===== config.mk =====
export PLATFORM = sky130hd
export DESIGN_NAME = fdbc_counter
export DESIGN_NICKNAME = d
export VERILOG_FILES = /design/src/fdbc_pkg.sv /design/src/fdbc_decade.sv /design/src/fdbc_counter.sv
export SDC_FILE = /design/constraint.sdc
export NUM_CORES = 1
export LEC_CHECK = 0
export BUFFER_PORTS_ARGS = -buffer_cell sky130_fd_sc_hd__clkbuf_2
export CAP_MARGIN = 40
export CORE_ASPECT_RATIO = 1.25
export CORE_MARGIN = 4
export CORE_UTILIZATION = 50
export CTS_CLUSTER_DIAMETER = 120
export DETAILED_ROUTE_END_ITERATION = 12
export PLACE_DENSITY = 0.67
export SLEW_MARGIN = 20
export SYNTH_ARGS = -nofsm -noshare
export SYNTH_HDL_FRONTEND = slang
export SYNTH_SLANG_ARGS = --single-unit

===== constraint.sdc =====
create_clock -name sys_clk_i -period 1.6 [get_ports sys_clk_i]
set_clock_uncertainty 0.05 [all_clocks]
set_input_delay 0.08 -clock sys_clk_i [delete_from_list [all_inputs] [get_ports sys_clk_i]]
set_output_delay 0.08 -clock sys_clk_i [all_outputs]
set_load 0.1 [all_outputs]

===== src/fdbc_pkg.sv =====
// constants for the five decade bcd counter with latches and digit multiplexer
package fdbc_pkg;

  // ----------------------------------------------------------------
  // clock and count rate
  // ----------------------------------------------------------------
  localparam int unsigned SYS_CLK_HZ        = 50_000_000;
  localparam int unsigned EDGE_RATE_MAX_HZ  = 10_000_000;
  localparam int unsigned EDGE_PERIOD_MIN_CYCLES = (SYS_CLK_HZ / EDGE_RATE_MAX_HZ < 1) ? 1
                                                  : SYS_CLK_HZ / EDGE_RATE_MAX_HZ;

  // ----------------------------------------------------------------
  // decade layout
  // ----------------------------------------------------------------
  localparam int unsigned DIGIT_W      = 4;
  localparam int unsigned DECADE_COUNT = 5;
  localparam int unsigned OVL_IDX      = 4;
  localparam logic [3:0]  DIGIT_MAX    = 4'h9;
  localparam logic [3:0]  OVL_MAX      = 4'h1;
  localparam logic [3:0]  DIGIT_ZERO   = 4'h0;

  // ----------------------------------------------------------------
  // binary weights of the decades, count limits
  // ----------------------------------------------------------------
  localparam logic [14:0] WEIGHT_UNITS = 15'h0001;
  localparam logic [14:0] WEIGHT_TENS  = 15'h000a;
  localparam logic [14:0] WEIGHT_HUND  = 15'h0064;
  localparam logic [14:0] WEIGHT_THOU  = 15'h03e8;
  localparam logic [14:0] WEIGHT_OVL   = 15'h2710;
  localparam logic [14:0] COUNT_MAX    = 15'h4e1f;
  localparam logic [14:0] COUNT_OVL    = 15'h2710;
  localparam logic [14:0] COUNT_ZERO   = 15'h0000;

  // ----------------------------------------------------------------
  // values after reset, zero fill of the upper bus bits
  // ----------------------------------------------------------------
  localparam logic [3:0]  BUS_RST      = 4'h0;
  localparam logic        OE_B_RST     = 1'b1;
  localparam logic        CARRY_N_RST  = 1'b1;
  localparam logic        EDGE_RST     = 1'b0;
  localparam logic [1:0]  BUS_HI_ZERO  = 2'h0;

endpackage


===== src/fdbc_decade.sv =====
// one counting stage: clear, preload to its top digit, step with wrap
`timescale 1ns/1ns
`default_nettype none

module fdbc_decade
  import fdbc_pkg::*;
#(
  parameter logic [3:0] TOP = DIGIT_MAX
)
(
  input  wire logic       sys_clk_i,
  input  wire logic       rst_b_i,
  input  wire logic       clear_i,
  input  wire logic       preload_i,
  input  wire logic       step_i,
  output var  logic [3:0] digit_o,
  output logic            at_top_o
);

  // ----------------------------------------------------------------
  // digit register
  // ----------------------------------------------------------------
  always_ff @(posedge sys_clk_i or negedge rst_b_i)
  begin
    if (!rst_b_i)
    begin
      digit_o <= DIGIT_ZERO;
    end
    else if (clear_i)
    begin
      digit_o <= DIGIT_ZERO;
    end
    else if (preload_i)
    begin
      digit_o <= TOP;
    end
    else if (step_i)
    begin
      digit_o <= at_top_o ? DIGIT_ZERO : digit_o + 4'h1;
    end
  end

  assign at_top_o = (digit_o == TOP);

endmodule

`default_nettype wire


===== src/fdbc_counter.sv =====
// five decade bcd counter with transfer latches, digit mux and carries
// Function
// - with clear and preload low, each rising count edge adds one; 19 999 wraps to zero
// - clear high forces count to zero, over count edge and preload
// - preload high with clear low sets count to 19 999
// - four decimal decades plus one overload stage, top count 19 999
// - copy enable high makes the latches follow the counter
// - output enable high drives the bus, low floats all four lines
// - select lines pick decade in binary order; top select picks overload
// - overload digit sits on two low bus bits, upper two driven low
// - all carry outputs are active low
// - decade two carry low while two lowest decades hold 9
// - decade three carry low while three lowest decades hold 9
// - decade four carry low while four lowest decades hold 9
// - preload high holds carries two to four high; released afterwards
// - overload carry low from count 10 000 until count is zero
// - bus shows the selected latch as positive logic bcd
// - carries exist for decades two to five only, none for units
// - count held indefinitely without edges; edges up to 10 MHz accepted
`timescale 1ns/1ns
`default_nettype none

module fdbc_counter
  import fdbc_pkg::*;
(
  input  wire logic       sys_clk_i,
  input  wire logic       rst_b_i,
  input  wire logic       count_edge_in_i,
  input  wire logic       clear_in_i,
  input  wire logic       preload_in_i,
  input  wire logic       copy_enable_i,
  input  wire logic       digit_out_enable_i,
  input  wire logic [1:0] digit_sel_i,
  input  wire logic       overload_sel_i,
  output var  logic [3:0] bcd_digit_bus_o,
  output var  logic       bcd_digit_bus_oe_b_o,
  output var  logic       carry_decade_two_n_o,
  output var  logic       carry_decade_three_n_o,
  output var  logic       carry_decade_four_n_o,
  output var  logic       carry_overload_n_o
);

  logic       count_edge_prev;
  logic       count_rise;
  logic [3:0] digit        [0:DECADE_COUNT-1];
  logic       at_top       [0:DECADE_COUNT-1];
  logic       step         [0:DECADE_COUNT-1];
  logic [3:0] digit_latch  [0:DECADE_COUNT-1];
  logic [3:0] next_bus;
  logic       all_nine_two;
  logic       all_nine_three;
  logic       all_nine_four;
  logic [14:0] count_value;

  // ----------------------------------------------------------------
  // count edge detection
  // ----------------------------------------------------------------
  always_ff @(posedge sys_clk_i or negedge rst_b_i)
  begin
    if (!rst_b_i)
    begin
      count_edge_prev <= EDGE_RST;
    end
    else
    begin
      count_edge_prev <= count_edge_in_i;
    end
  end

  assign count_rise = count_edge_in_i & ~count_edge_prev;

  // ----------------------------------------------------------------
  // decade chain
  // ----------------------------------------------------------------
  assign step[0] = count_rise;

  for (genvar i = 0; i < DECADE_COUNT; i++)
  begin : g_stage
    fdbc_decade #(
      .TOP ((i == OVL_IDX) ? OVL_MAX : DIGIT_MAX)
    ) u_stage (
      .sys_clk_i (sys_clk_i),
      .rst_b_i   (rst_b_i),
      .clear_i   (clear_in_i),
      .preload_i (preload_in_i),
      .step_i    (step[i]),
      .digit_o   (digit[i]),
      .at_top_o  (at_top[i])
    );
    if (i < OVL_IDX)
    begin : g_ripple
      assign step[i+1] = step[i] & at_top[i];
    end
  end

  // ----------------------------------------------------------------
  // carry outputs
  // ----------------------------------------------------------------
  assign all_nine_two   = at_top[0] & at_top[1];
  assign all_nine_three = all_nine_two & at_top[2];
  assign all_nine_four  = all_nine_three & at_top[3];

  // no carry exists for the units decade
  always_ff @(posedge sys_clk_i or negedge rst_b_i)
  begin
    if (!rst_b_i)
    begin
      carry_decade_two_n_o   <= CARRY_N_RST;
      carry_decade_three_n_o <= CARRY_N_RST;
      carry_decade_four_n_o  <= CARRY_N_RST;
      carry_overload_n_o     <= CARRY_N_RST;
    end
    else
    begin
      carry_decade_two_n_o   <= ~(all_nine_two & ~preload_in_i);
      carry_decade_three_n_o <= ~(all_nine_three & ~preload_in_i);
      carry_decade_four_n_o  <= ~(all_nine_four & ~preload_in_i);
      carry_overload_n_o     <= ~at_top[OVL_IDX];
    end
  end

  // ----------------------------------------------------------------
  // transfer latches
  // ----------------------------------------------------------------
  always_ff @(posedge sys_clk_i or negedge rst_b_i)
  begin
    if (!rst_b_i)
    begin
      for (int k = 0; k < DECADE_COUNT; k++)
      begin
        digit_latch[k] <= DIGIT_ZERO;
      end
    end
    else if (copy_enable_i)
    begin
      for (int k = 0; k < DECADE_COUNT; k++)
      begin
        digit_latch[k] <= digit[k];
      end
    end
  end

  // ----------------------------------------------------------------
  // digit multiplexer and bus drive
  // ----------------------------------------------------------------
  always_comb
  begin
    next_bus = digit_latch[digit_sel_i];
    if (overload_sel_i)
    begin
      next_bus = {BUS_HI_ZERO, digit_latch[OVL_IDX][1:0]};
    end
  end

  always_ff @(posedge sys_clk_i or negedge rst_b_i)
  begin
    if (!rst_b_i)
    begin
      bcd_digit_bus_o      <= BUS_RST;
      bcd_digit_bus_oe_b_o <= OE_B_RST;
    end
    else
    begin
      bcd_digit_bus_o      <= next_bus;
      bcd_digit_bus_oe_b_o <= ~digit_out_enable_i;
    end
  end

  // ----------------------------------------------------------------
  // checks
  // ----------------------------------------------------------------
  assign count_value = 15'(digit[0]) * WEIGHT_UNITS
                     + 15'(digit[1]) * WEIGHT_TENS
                     + 15'(digit[2]) * WEIGHT_HUND
                     + 15'(digit[3]) * WEIGHT_THOU
                     + 15'(digit[4]) * WEIGHT_OVL;
endmodule

`default_nettype wire


# [Word level (Yosys, flattened, before mapping)]
# Cells that the tools add are included.
[totals] ramBits=0 mem_count=0 romBits=0 latchBits=0 elab_cells=76 ff_bits=50
[classes] mul=0 div_mod_pow=0 shift=0 reduce_logical=5 n_lt_le_gt_ge=1 eq_ne=5 n_addsub=5 n_bitwise=19 muxes=24
[op_table] op="4-bit 2-to-1 mux" n=23
[op_table] op="4-bit by 1-bit adder with 4-bit output, second input constant" n=5
[op_table] op="4-bit equality test, second input constant" n=4
[op_table] op="3-bit nonzero test" n=5
[op_table] op="4-bit binary-select mux with 3-bit select" n=1
[op_table] op="1-bit AND" n=11
[op_table] op="1-bit NOT" n=7
[op_table] op="4-bit by 1-bit equality test with 1-bit output, second input constant" n=1
[op_table] op="3-bit by 4-bit greater-or-equal comparator with 1-bit output, second input constant" n=1
[op_table] op="2-bit NOT with 3-bit output" n=1

# [Depth between registers and ports, before layout]
# Gate-level depths: netlist (run 1).
[depth] ltp_word=9 depth_mapped=7 depth_no_buf=6

# [Modules after synthesis]
# Synthesis (run 1) repeated with hierarchy kept, for this count alone.
[hier_totals] cells_unflattened=205 area_unflattened_um2=2408.6
[modules_own_cells] module="fdbc_counter" instances=1 cells_per_inst=79 seq_area_each_um2=706.9 area_each_um2=1144.8
[modules_own_cells] module="fdbc_decade at g_stage[0].u_stage ..." instances=4 cells_per_inst=26 seq_area_each_um2=100.1 area_each_um2=259.0
[modules_own_cells] module="fdbc_decade at g_stage[4].u_stage" instances=1 cells_per_inst=22 seq_area_each_um2=100.1 area_each_um2=227.7

# [Worst setup path before layout (run 1)]
# OpenSTA, ideal clock, no wires.
[synth_timing] kind="register -> register" start="register g_stage[0].u_stage.digit_o[1]" end="register g_stage[4].u_stage.digit_o[3]" setup_slack_ns=-0.144 arrival_time_ns=1.616 path_stages_with_launch=8 n_path_buf=1 path_cell_list="dfrtp_1 inv_1 ha_1 and3b_1 buf_4 nand3_4 or4_1 a21oi_1"
[synth_via] elab_chain_len=6
[synth_rtl] element="start, declared" line_no="fdbc_decade.sv:16" rtl="output var logic [3:0] digit_o,"
[synth_rtl] element="start signal, assigned" line_no="fdbc_decade.sv:39" rtl="digit_o <= at_top_o ? DIGIT_ZERO : digit_o + 4'h1;"
[synth_rtl] element="4-bit equality test" line_no="fdbc_decade.sv:43" rtl="assign at_top_o = (digit_o == TOP);"
[synth_rtl] element="1-bit AND (4 in a row)" line_no="fdbc_counter.sv:92" rtl="assign step[i+1] = step[i] & at_top[i];"
[synth_rtl] element="3-bit nonzero test (no source line)"
[synth_rtl] element="end signal, assigned" line_no="fdbc_decade.sv:39"
[synth_rtl] element="end, declared" line_no="fdbc_decade.sv:16"
# No other way between the ends.
# A chain may end at the register's enable or synchronous reset.

# [Final worst setup path (run 1)]
[layout_timing] start="register g_stage[0].u_stage.digit_o[1]" end="register g_stage[4].u_stage.digit_o[1]"
# The elaborated chain is that of the path after synthesis.

==> results of run 1 <==
## sequential cells by signal, indices dropped and copies added (netlist names)
register / count
bcd_digit_bus_o: 4
bcd_digit_bus_oe_b_o: 1
carry_decade_four_n_o: 1
carry_decade_three_n_o: 1
carry_decade_two_n_o: 1
carry_overload_n_o: 1
count_edge_prev: 1
digit_latch: 18
g_stage.u_stage.digit_o: 20
## per-stage QoR
stage | cell area, um2 | setup TNS (ns) | power, uW | utilization (%)
6_report | 3013 | -0.9403 | 2660 | 67.56
3_3_place_gp | 2705 | -1.061 | 1723 | 60.66
4_1_cts | 2917 | -0.8178 | 2643 | 65.40
3_5_place_dp | 2705 | -1.699 | 1735 | 60.66
5_1_grt | 3013 | -2.109 | 2781 | 67.56
2_1_floorplan | 2346 | -0.3812 | 1582 | -
## final timing paths
kind	to	cells after the start
min in group asynchronous	g_stage[3].u_stage.digit_o[2]$_DFFE_PN0P_	3
hold reg to reg	digit_latch[11]$_DFFE_PN0P_	1
hold / removal	g_stage[4].u_stage.digit_o[0]$_DFFE_PN0P_	3
setup / recovery	g_stage[4].u_stage.digit_o[1]$_DFFE_PN0P_	6
setup reg to reg	g_stage[4].u_stage.digit_o[1]$_DFFE_PN0P_	6
max in group asynchronous	digit_latch[17]$_DFFE_PN0P_	3
## area by class of cell
cell class                      count  area share, %
Clock buffer                        5          2.284
Clock inverter                      3          1.537
Inverter                            9          1.121
Multi-Input combinational cell    135          39.41
Sequential cell                    48          40.07
Tap cell                           58          2.409
Timing Repair Buffer               57          13.16
## Yosys cell counts (all sizes together), types with 2 or more instances
library cell and number:
a21oi 17, a31oi 2, nor3b 2, nand2b 3
and2 2, nand3b 3, a211oi 2, dfrtp 43
mux2i 2, xnor2 3, mux2 20, and3b 3
mux4 4, clkbuf 5, nor2b 3, ha 8
dfstp 5, o21ai 9, nand3 6, nand2 12
or3 4, nor4 2, buf 4, inv 9
or4 4, nor3 6, o31ai 4, nand4 3
nor2 6
## repair_timing
action,4_1_cts,5_1_grt
endpoints found under the setup margin,15,18
endpoints found under the hold margin,47,0
hold buffers,4,0
gates resized for setup,8,21
buffers inserted,3,0
pin swaps,5,8
## logic make-up after synthesis
family                     Yosys count  synth area share [%]
AOI/OAI and AO/OA                   34                 8.204
xor gates and xnor gates             3                 1.126
adders and majority gates            8                 4.290
buffers and inverters               18                 3.323
DFF                                 48                 51.74
muxes                               26                 14.37
and+or+nand+nor                     64                 16.94
## routing by layer
layer | GRT usage [%] | routed length [um] | vias to the layer above
met4 | 7.105 | 115 | 0
met1 | 22.45 | 2172 | 880
li1 | - | - | 840
met3 | 3.832 | 206 | 12
met5 | 0 | 0 | -
met2 | 34.98 | 2846 | 40
## power by group
part,internal (uW),total (uW),switching [uW]
logic,180,446,266
registers,1280,1310,34.2
clock network,471,902,431
## tightest hold or removal path: cells and delay by family
kind,cells,cell delay (ns)
AO/OA/AOI/OAI,1,0.04
buffers and inverters,2,0.29
==> summary.md, run 1 <==
| Metric | Value |
|---|---|
| Initial DRC count | 158 |
| CP startpoint | g_stage[0].u_stage.digit_o[1]$_DFFE_PN0P_ |
| Hold_ws | 0.09080 ns |
| CTS tree | built |
| # Max-Cap Violations | 0 |
| Min-Delay Path Class | in -> reg |
| DRC | 0 |
| Cell Area, Synth | 2333 um2 |
| Most frequent cells in the layout | 43 x dfrtp_1, 34 x buf_4, 20 x mux2_2, 18 x clkbuf_2, 12 x nand2_1 |
| Gr usage total | 19.32% |
| Worst EP arrival | about 2 ns |
| Data required time at the worst endpoint | 1.79 ns |
| HPWL Detailed | 3819 um |
| Failing checks | negative setup slack |
| Yosys reg bits | 48 |
| Multi-input gate area | 1187 um2 |
| Initial antenna violation count | 0 |
| Status | finished, violations left |
| Routed WL | 5340 um |
| Critical path class | reg -> reg |
| Die ar. | between 5000 and 6000 um2 |
| Deepest clock path buffer count | 2 |
| Worst slew pin tran | between 0.5 and 0.6 ns |
| Largest cells by area after synthesis | dfrtp_1 46%, mux2_2 9.7%, dfstp_2 5.6% |
| Worst-path cell chain | inv_1, ha_2, and3b_2, nand3_4, or4_4, a21oi_2 |
| Final Slew Violations | 0 |
| Vias | 1,772 |
| Seq/Total Area, Yosys | 51.74% |
| Fraction of layout cells with a size suffix above 1 | a little under half |
| Hold path start | clear_in_i |
| I/O pin count | 19 |
| Htree depth | 2 |
| Main flop type after synthesis | dfrtp_1 |
| Peak supply drop | a little over 600 uV |
| Post-synth ARST share | 100.0% |
| Synth top area share | 46.11% |
| Critical path endpoint category | flop |
| Setup violators final | 10 |
| Sequential Area | 1207 um2 |
| Area leader, netlist | dfrtp_1 |
| Vias in the first global route | between 1,500 and 2,000 |
| Yosys warnings | 0 |
| Buf/Inv on CP | 1 |
| Syn Area/Cell | between 10 and 15 um2 |
| Nets | 274 |
| Dpl cells | 301 |
| Top delay family on crit path | simple AND/OR/NAND/NOR gates |
| CTS clock-pin slew for the worst setup and hold paths | 0.09 ns |
| RSZ-0062 raised after global routing | yes |
| Slew headroom | 60.57% |
| R2R setup slack | -0.17 ns |
| Die outline width | 69.11 um |
| Layout Cells excl Fill | 315 |
| CTS Sinks | 48 |
| Post-detailed-route count of antenna-violating nets | 0 |
| Avg WL per Cell | 16.95 um |
| Core Region | 4459 um2 |
| Total CTS buffers | 5 |
| First-pass GRT wire length | 8914 um |
| Die height | around 84 um |
| Post-synth EDFFs | 0 |
| Worst-Skew Late Latency | 0.31 ns |
| CP Max Fanout | 7 |
| FF-to-FF Start | g_stage[0].u_stage.digit_o[1]$_DFFE_PN0P_ |
| Worst slack at placement | -0.2692 ns |
| Root Driver | clkbuf_8 |
| CP peak stage delay | 0.50 ns |
| Area delta synth->final | 29.12% |
| Hold Vio Cnt, Final | 0 |
| LEAKAGE | between 0.001 and 0.0015 uW |
| # diodes | 0 |
| CP startpoint kind | flop |
| Vias per cell | 5.625 |
| Part of the cycle the worst path needs | 110.9% |
| Largest net degree at the start of global routing | 49 |
| Pwr per Cell Area | 882.8 nW/um2 |
| Placer Congestion | 0.8453 |
| Initial core utilization | between 50% and 60% |
| DR pass1 iterations | 4 |
| Post-Syn Nets | 219 |
| Fillers | 363 |
| Commonest non-fill, non-tap cell in the layout | dfrtp_1 |
| Tmin final | 1.774 ns |
| Post-synthesis cell type count | 40 |
| GRT overflow | 0 |
| Slowest CP cell | or4_4 |
| Cells after Synth | approximately 200 |
| Port Buffer Count | 18 |
| Num rows | 27 |
| Max Fclk | roughly 560 MHz |
| Post-route setup slack | -0.1742 ns |
(Power assumes the default switching activity.)
==> run 2, diff against run 1 <==
--- a/config.mk
+++ b/config.mk
@@ -12,7 +12,7 @@
 export CORE_UTILIZATION = 50
 export CTS_CLUSTER_DIAMETER = 120
 export DETAILED_ROUTE_END_ITERATION = 12
-export PLACE_DENSITY = 0.67
+export PLACE_DENSITY = 0.64
 export SLEW_MARGIN = 20
 export SYNTH_ARGS = -nofsm -noshare
 export SYNTH_HDL_FRONTEND = slang
==> constraint.sdc (replaced) <==
create_clock -name sys_clk_i -period 2.2 [get_ports sys_clk_i]
set_clock_uncertainty 0.05 [all_clocks]
set_input_delay 0.11 -clock sys_clk_i [delete_from_list [all_inputs] [get_ports sys_clk_i]]
set_output_delay 0.11 -clock sys_clk_i [all_outputs]
set_load 0.1 [all_outputs]
==> run 2 against run 1 <==
Effect of this change:
- the flow now finishes without violations
- sequential share of layout area increased by 5.6 points
- final cell count down 10%
- sequential power is 26% lower
- first-iteration DRC count is 34% lower
- setup slack better by 0.42 ns
- worst hold slack improved by 0.0039 ns
- non-clock buffer count is 33 lower
- clock power fell by 19%
- flip-flop and latch count did not move
- power fell by 27%
- clock-buffer cell count rose by 1
- die area unchanged
- critical endpoint is now g_stage[4].u_stage.digit_o[2]$_DFFE_PN0P_
- largest power group unchanged
==> summary.md, run 2 (synthesis results as in run 1) <==
| Metric | Value |
|---|---|
| CP Max Fanout | 8 (+1) |
| Worst-Skew Late Latency | 0.30 ns (about the same) |
| Status | completed |
| Routed WL | 4560 um (-15%) |
| Registers with the most flip-flops | g_stage.u_stage.digit_o x20, digit_latch x18, bcd_digit_bus_o x4 |
| I/O pin count | 19 (unchanged) |
| CTS clock-pin slew for the worst setup and hold paths | 0.08 ns (about the same) |
| Post-detailed-route count of antenna-violating nets | 0 (unchanged) |
| DR pass1 iterations | 4 (unchanged) |
| LEAKAGE | 0.001146 uW (-14%) |
| Combinational power share | 12.2% (-4.6 points) |
| Switching Fraction | 24.24% (-3.2 points) |
| Largest register by flop count | g_stage.u_stage.digit_o |
| Vias per cell | 5.833 (+3.7%) |
| Vias | 1,645 (-7.2%) |
| Die ar. | 5831 um2 (unchanged) |
| Tmin final | 1.959 ns (+0.1849 ns) |
| Placer Congestion | 0.8288 (-2.0%) |
| Hold Vio Cnt, Final | 0 (unchanged) |
| Core Region | 4459 um2 (unchanged) |
| Net Sw Power | 469.6 uW (-36%) |
| R2R setup slack | 0.24 ns (+0.42 ns) |
| Area delta synth->final | 13.24% |
| Initial core utilization | 52.33% (unchanged) |
| Critical path endpoint category | flop |
| Die outline width | 69.11 um (unchanged) |
| Die height | 84.38 um (unchanged) |
| Clock power share | 37.7% (+3.8 points) |
| Worst EP arrival | 2.12 ns (+0.15 ns) |
| Min-Delay Path Class | in -> reg |
| Slew headroom | 61.04% (+0.47 points) |
| DRC | 0 (unchanged) |
| Root Driver | clkbuf_8 |
| Port Buffer Count | 18 (unchanged) |
| Hold_ws | 0.09466 ns (+0.003857 ns) |
| Vias in the first global route | 1,700 (-8.7%) |
| Worst slew pin tran | 0.5844 ns (-0.007039 ns) |
| CTS Sinks | 48 (unchanged) |
| Initial DRC count | 105 (-34%) |
| Max Fclk | 510.4 MHz (-9.4%) |
| Data required time at the worst endpoint | 2.36 ns (+0.57 ns) |
| Largest net degree at the start of global routing | 49 (unchanged) |
| Power Internal | 1467 uW (-24%) |
| HPWL Detailed | 3396 um (-11%) |
| Peak supply drop | 402.6 uV (-34%) |
| Num rows | 27 (unchanged) |
| Nets | 241 (-12%) |
| Setup violators final | 0 (-10) |
| Total CTS buffers | 5 (unchanged) |
| Htree depth | 2 (unchanged) |
| # diodes | 0 (unchanged) |
| Avg WL per Cell | 16.17 um (-4.6%) |
| # Max-Cap Violations | 0 (unchanged) |
| Part of the cycle the worst path needs | 89.05% (-22 points) |
| Critical path class | reg -> reg |
| Pwr per Cell Area | 733.0 nW/um2 (-17%) |
| Commonest non-fill, non-tap cell in the layout | dfrtp_1 |
| Fraction of layout cells with a size suffix above 1 | 27.68% (-18 points) |
| Sequential power share | 50.1% (+0.8 points) |
| First-pass GRT wire length | 7997 um (-10%) |
| GRT overflow | 0 (unchanged) |
| Most frequent cells in the layout | 43 x dfrtp_1, 20 x mux2_2, 18 x clkbuf_2, 16 x a21oi_1, 12 x nand2_1 |
| Setup tns final | 0 ns (+0.9403 ns) |
| Fillers | 387 (+6.6%) |
| Initial antenna violation count | 0 (unchanged) |
| CP startpoint kind | flop |
| Final Slew Violations | 0 (unchanged) |
| CTS tree | built |
| Deepest clock path buffer count | 2 (unchanged) |
| Max reg flops | 20 (unchanged) |
| Gr usage total | 17.47% (-1.8 points) |
| RSZ-0062 raised after global routing | no |
-- run 2: path summary, 6_finish.rpt --
kind | from | end | cells past startpoint
max | g_stage[1].u_stage.digit_o[1]$_DFFE_PN0P_ | g_stage[4].u_stage.digit_o[2]$_DFFE_PN0P_ | 6
min | clear_in_i | g_stage[0].u_stage.digit_o[0]$_DFFE_PN0P_ | 2
max reg2reg | g_stage[1].u_stage.digit_o[1]$_DFFE_PN0P_ | g_stage[4].u_stage.digit_o[2]$_DFFE_PN0P_ | 6
min reg2reg | digit_latch[0]$_DFFE_PN0P_ | digit_latch[0]$_DFFE_PN0P_ | 1
max in group asynchronous | rst_b_i | g_stage[0].u_stage.digit_o[3]$_DFFE_PN0P_ | 3
min in group asynchronous | rst_b_i | g_stage[3].u_stage.digit_o[0]$_DFFE_PN0P_ | 3
-- run 2: what timing repair did --
| item | 4_1_cts | 5_1_grt |
|---|---|---|
| setup endpoints to repair | 0 | 4 |
| setup buffers | 0 | 0 |
| hold endpoints to repair | 47 | 0 |
| resized for setup | 0 | 2 |
| hold buffers | 4 | 0 |
-- run 2: area by class of cell --
class	instances	area, um2	share of cell area [%]
Multi-Input combinational cell	135	1051	39.77
Inverter	9	33.78	1.278
Clock buffer	6	72.57	2.746
Tap cell	58	72.57	2.746
Timing Repair Buffer	24	145.1	5.492
Sequential cell	48	1207	45.69
Clock inverter	2	60.06	2.273
-- run 2: per-stage QoR --
stage	area, um2	std cells	utilization (%)	setup slack, ns	power, uW
floorplan	2333	201	-	0.4558	1148
global placement	2467	270	55.33	0.2663	1209
detailed placement	2467	270	55.33	0.1722	1220
CTS	2640	282	59.20	0.1505	1960
global route	2643	282	59.26	0.1056	2031
finish	2643	282	59.26	0.2409	1937
-- run 2: power by group through the flow --
| stage | registers (uW) | logic [uW] | clock network (uW) |
|---|---|---|---|
| after floorplan | 1030 | 120 | 0 |
| after global placement | 984 | 225 | 0 |
| after detailed placement | 988 | 232 | 0 |
| after CTS | 971 | 238 | 751 |
| after global routing | 978 | 260 | 793 |
| final | 970 | 236 | 731 |
-- run 2: critical path, cell delays in order, from the launching register on --
cell	delay, ns
dfrtp_1	0.43
inv_1	0.08
ha_1	0.19
and3b_2	0.32
nand3_4	0.11
or4_1	0.49
a21oi_1	0.20
-- run 2: routing by layer --
layer	global-route usage, %	vias up	part of all wire (%)
met5	0	-	0
met4	10.66	0	3.3
met3	4.671	12	4.4
met2	27.69	48	51
met1	21.22	813	41
li1	-	772	-
==> run 3, diff against run 2 <==
--- a/config.mk
+++ b/config.mk
@@ -16,4 +16,5 @@
 export SLEW_MARGIN = 20
 export SYNTH_ARGS = -nofsm -noshare
 export SYNTH_HDL_FRONTEND = slang
+export SYNTH_HIERARCHICAL = 1
 export SYNTH_SLANG_ARGS = --single-unit
==> run 3 against run 2 <==
Effect of this change:
- final cell count rose by 5.7%
- cell area grew 3.7%
- combinational power is 22% higher
- maximum frequency down 6.9%
- critical endpoint is now g_stage[4].u_stage/digit_o[2]$_DFFE_PN0P_
==> summary.md, run 3 <==
| Metric | Value |
|---|---|
| Slew headroom | 61.50% (+0.46 points) |
| Seq/Total Area, Yosys | 50.13% (-1.6 points) |
| CP Max Fanout | 7 (-1) |
| Htree depth | 2 (unchanged) |
| LEAKAGE | 0.001283 uW (+12%) |
| Mux contribution to synthesized area | 11.84% (-2.5 points) |
| DR pass1 iterations | 4 (unchanged) |
| Cells after Synth | 205 (+2.0%) |
| Largest cells by area after synthesis | dfrtp_1 45%, mux2_2 7.5%, dfstp_2 5.5% |
| Clock power share | 30.6% (-7.1 points) |
| Root Driver | clkbuf_8 |
| Top cells by count, synth | 43 x dfrtp_1, 19 x inv_1, 16 x mux2_2 |
| Buf/Inv on CP | 2 (+1) |
| Registers with the most flip-flops | g_stage.u_stage/digit_o x20, digit_latch x18, bcd_digit_bus_o x4 |
| Total CTS buffers | 5 (unchanged) |
| Vias | 1,711 (+4.0%) |
| Yosys reg bits | 48 (unchanged) |
| Setup violators final | 0 (unchanged) |
| Gr usage total | 18.10% (+0.63 points) |
| Hold Vio Cnt, Final | 0 (unchanged) |
| Post-detailed-route count of antenna-violating nets | 0 (unchanged) |
| Nets | 257 (+6.6%) |
| Fraction of layout cells with a size suffix above 1 | 29.41% (+1.7 points) |
| Port Buffer Count | 18 (unchanged) |
| Yosys warnings | 6 (+6) |
| CTS tree | built |
| Worst-path cell chain | inv_1, ha_2, nand3b_4, inv_1, and3_4, and3_2, nand2_1, or3_1, a211oi_2 |
| Main flop type after synthesis | dfrtp_1 |
| Placer Congestion | 0.8134 (-1.9%) |
| Setup tns final | 0 ns (unchanged) |
| Max Fclk | 475.2 MHz (-6.9%) |
| Worst Hold Depth | 2 (unchanged) |
| Post-Syn Nets | 225 (+2.7%) |
| Slowest CP cell | dfrtp_1 |
| Core Region | 4695 um2 (+5.3%) |
| Status | completed |
| Worst EP arrival | 2.26 ns (+0.14 ns) |
| Combinational power share | 15.7% (+3.5 points) |
| Post-synth ARST share | 100.0% (unchanged) |
| First-pass GRT wire length | 8618 um (+7.8%) |
| CP most frequent cell | inv_1 |
| Max reg flops | 20 (unchanged) |
| Avg WL per Cell | 16.84 um (+4.1%) |
| HPWL Detailed | 3675 um (+8.2%) |
| Adder-Cell Fraction of Synth Area | 5.195% (+0.91 points) |
| Routed WL | 5018 um (+10%) |
| Worst Hold End | bcd_digit_bus_o[2]$_DFF_PN0_ |
| FF-to-FF path depth | 9 (+3) |
| Reg2reg end | g_stage[4].u_stage/digit_o[2]$_DFFE_PN0P_ |
| Data required time at the worst endpoint | 2.36 ns (about the same) |
| Most frequent cells in the layout | 43 x dfrtp_1, 19 x inv_1, 18 x clkbuf_2, 16 x mux2_2, 14 x a21oi_1 |
| Min-Delay Path Class | in -> reg |
| I/O pin count | 19 (unchanged) |
| CP startpoint kind | flop |
| Worst slack at placement | -0.03001 ns (-0.2022 ns) |
| Worst slew pin tran | 0.5775 ns (-0.006902 ns) |
| Largest register by flop count | g_stage.u_stage/digit_o |
| Area leader, netlist | dfrtp_1 |
| Sequential power share | 53.7% (+3.6 points) |
| Worst-Skew Late Latency | 0.31 ns (about the same) |
| Top delay family on crit path | simple AND/OR/NAND/NOR gates |
| Num rows | 28 (+3.7%) |
| Vias in the first global route | 1,826 (+7.4%) |
| Most common cell in the netlist | dfrtp_1 |
| Die ar. | 5999 um2 (+2.9%) |
| CTS Sinks | 48 (unchanged) |
| Largest net degree at the start of global routing | 32 (-35%) |
| Post-synth EDFFs | 0 (unchanged) |
| Syn Area/Cell | 11.75 um2 (+1.2%) |
| Die height | 85.60 um (+1.4%) |
| # diodes | 0 (unchanged) |
| Switching Fraction | 28.89% (+4.6 points) |
| Tmin final | 2.104 ns (+0.1454 ns) |
| Cell Area, Placed | 2590 um2 (+5.0%) |
| GRT overflow | 0 (unchanged) |
| DRC | 0 (unchanged) |
| Initial antenna violation count | 0 (unchanged) |
| Initial DRC count | 67 (-36%) |
| Die outline width | 70.08 um (+1.4%) |
| Power Internal | 1302 uW (-11%) |
| CP peak stage delay | 0.41 ns (-0.08 ns) |
| Largest family of logic cells by synthesized area | simple AND/OR/NAND/NOR gates |
| CTS clock-pin slew for the worst setup and hold paths | 0.09 ns (about the same) |
| Part of the cycle the worst path needs | 95.66% (+6.6 points) |
| Critical path endpoint category | flop |
| Net Sw Power | 528.8 uW (+13%) |
| Final Slew Violations | 0 (unchanged) |
| Peak supply drop | 386.4 uV (-4.0%) |
| Simple-gate share of the synthesized area | 21.92% (+5.0 points) |
| R2R setup slack | 0.1 ns (-0.15 ns) |
| Post-route setup slack | 0.09550 ns (-0.1454 ns) |
| Critical path class | reg -> reg |
| Synth top area share | 44.68% (-1.4 points) |
| Cell Area, Synth | 2409 um2 (+3.2%) |
| Pwr per Cell Area | 667.6 nW/um2 (-8.9%) |
| Commonest non-fill, non-tap cell in the layout | dfrtp_1 |
| Final Cell Area | 2741 um2 (+3.7%) |
| FF-to-FF Start | g_stage[0].u_stage/digit_o[1]$_DFFE_PN0P_ |
| Initial core utilization | 51.31% (-1.0 points) |
| Complex-gate fraction of the synthesized area | 6.701% (-1.5 points) |
| Post-synthesis cell type count | 36 (-10%) |
| Synth Area in XOR/XNOR | 0.3636% (-0.76 points) |
| # Max-Cap Violations | 0 (unchanged) |
| Area delta synth->final | 13.82% |
| Hold path start | overload_sel_i |
| Vias per cell | 5.742 (-1.6%) |
| Deepest clock path buffer count | 2 (unchanged) |
==> run 3: how the worst max path moves through the flow <==
stage,startpoint,end,slack (ns),cells past startpoint
after floorplan,g_stage[1].u_stage/digit_o[0]$_DFFE_PN0P_,g_stage[3].u_stage/digit_o[3]$_DFFE_PN0P_,0.22,8
after global placement,g_stage[1].u_stage/digit_o[1]$_DFFE_PN0P_,g_stage[3].u_stage/digit_o[3]$_DFFE_PN0P_,0.12,9
after detailed placement,g_stage[0].u_stage/digit_o[1]$_DFFE_PN0P_,g_stage[4].u_stage/digit_o[2]$_DFFE_PN0P_,-0.03,9
after CTS,g_stage[0].u_stage/digit_o[1]$_DFFE_PN0P_,g_stage[4].u_stage/digit_o[2]$_DFFE_PN0P_,0.006,9
after global routing,g_stage[0].u_stage/digit_o[1]$_DFFE_PN0P_,g_stage[4].u_stage/digit_o[2]$_DFFE_PN0P_,-0.003,9
final,g_stage[0].u_stage/digit_o[1]$_DFFE_PN0P_,g_stage[4].u_stage/digit_o[2]$_DFFE_PN0P_,0.1,9
==> run 3: power groups by stage <==
stage	combinational [uW]	clock, uW	sequential (uW)
6_report	287	561	983
5_1_grt	311	618	991
3_5_place_dp	283	0	1000
2_1_floorplan	130	0	1060
3_3_place_gp	274	0	997
4_1_cts	287	573	983
==> run 3: layout make-up <==
type	instances	area, um2
Timing Repair Buffer	28	172.7
Tap cell	60	75.07
Clock inverter	2	13.76
Multi-Input combinational cell	135	1119
Inverter	19	71.32
Sequential cell	48	1207
Clock buffer	6	82.58
Fill cell	396	1953
==> run 3: worst reg2reg max path: stages (launching register included) <==
cell and delay, ns:
dfrtp_1 0.41, inv_1 0.08, ha_2 0.21, nand3b_4 0.10
inv_1 0.10, and3_4 0.22, and3_2 0.24, nand2_1 0.08
or3_1 0.32, a211oi_2 0.20
==> run 3: cell families after synthesis <==
kind of cell,Yosys count
flops,48
simple gates,74
compound gates,26
fa+ha+maj,10
buf+inv,22
mux,24
xor+xnor,1
==> run 3: repair_timing <==
action	in CTS	in global routing
setup buffers	0	2
endpoints found under the setup margin	1	3
cloned	0	0
hold endpoints to repair	18	0
resized for setup	1	4
hold buffers	3	0
==> run 3: metrics by stage <==
stage / std cells / utilization [%] / power [uW] / hold slack [ns]
6_report: 298 / 58.40 / 1830 / 0.01595
4_1_cts: 296 / 57.89 / 1843 / 0.01232
3_3_place_gp: 285 / 55.17 / 1271 / 0.01866
3_5_place_dp: 285 / 55.17 / 1283 / 0.02806
2_1_floorplan: 205 / - / 1186 / -0.2356
5_1_grt: 298 / 58.40 / 1920 / 0.02215
==> run 3: metal layers <==
metal	vias up	share of wire [%]	global-route usage, %
li1	796	-	-
met1	862	41	21.60
met2	40	54	32.24
met3	13	2.5	3.283
met4	0	2.3	7.143
met5	-	0	0
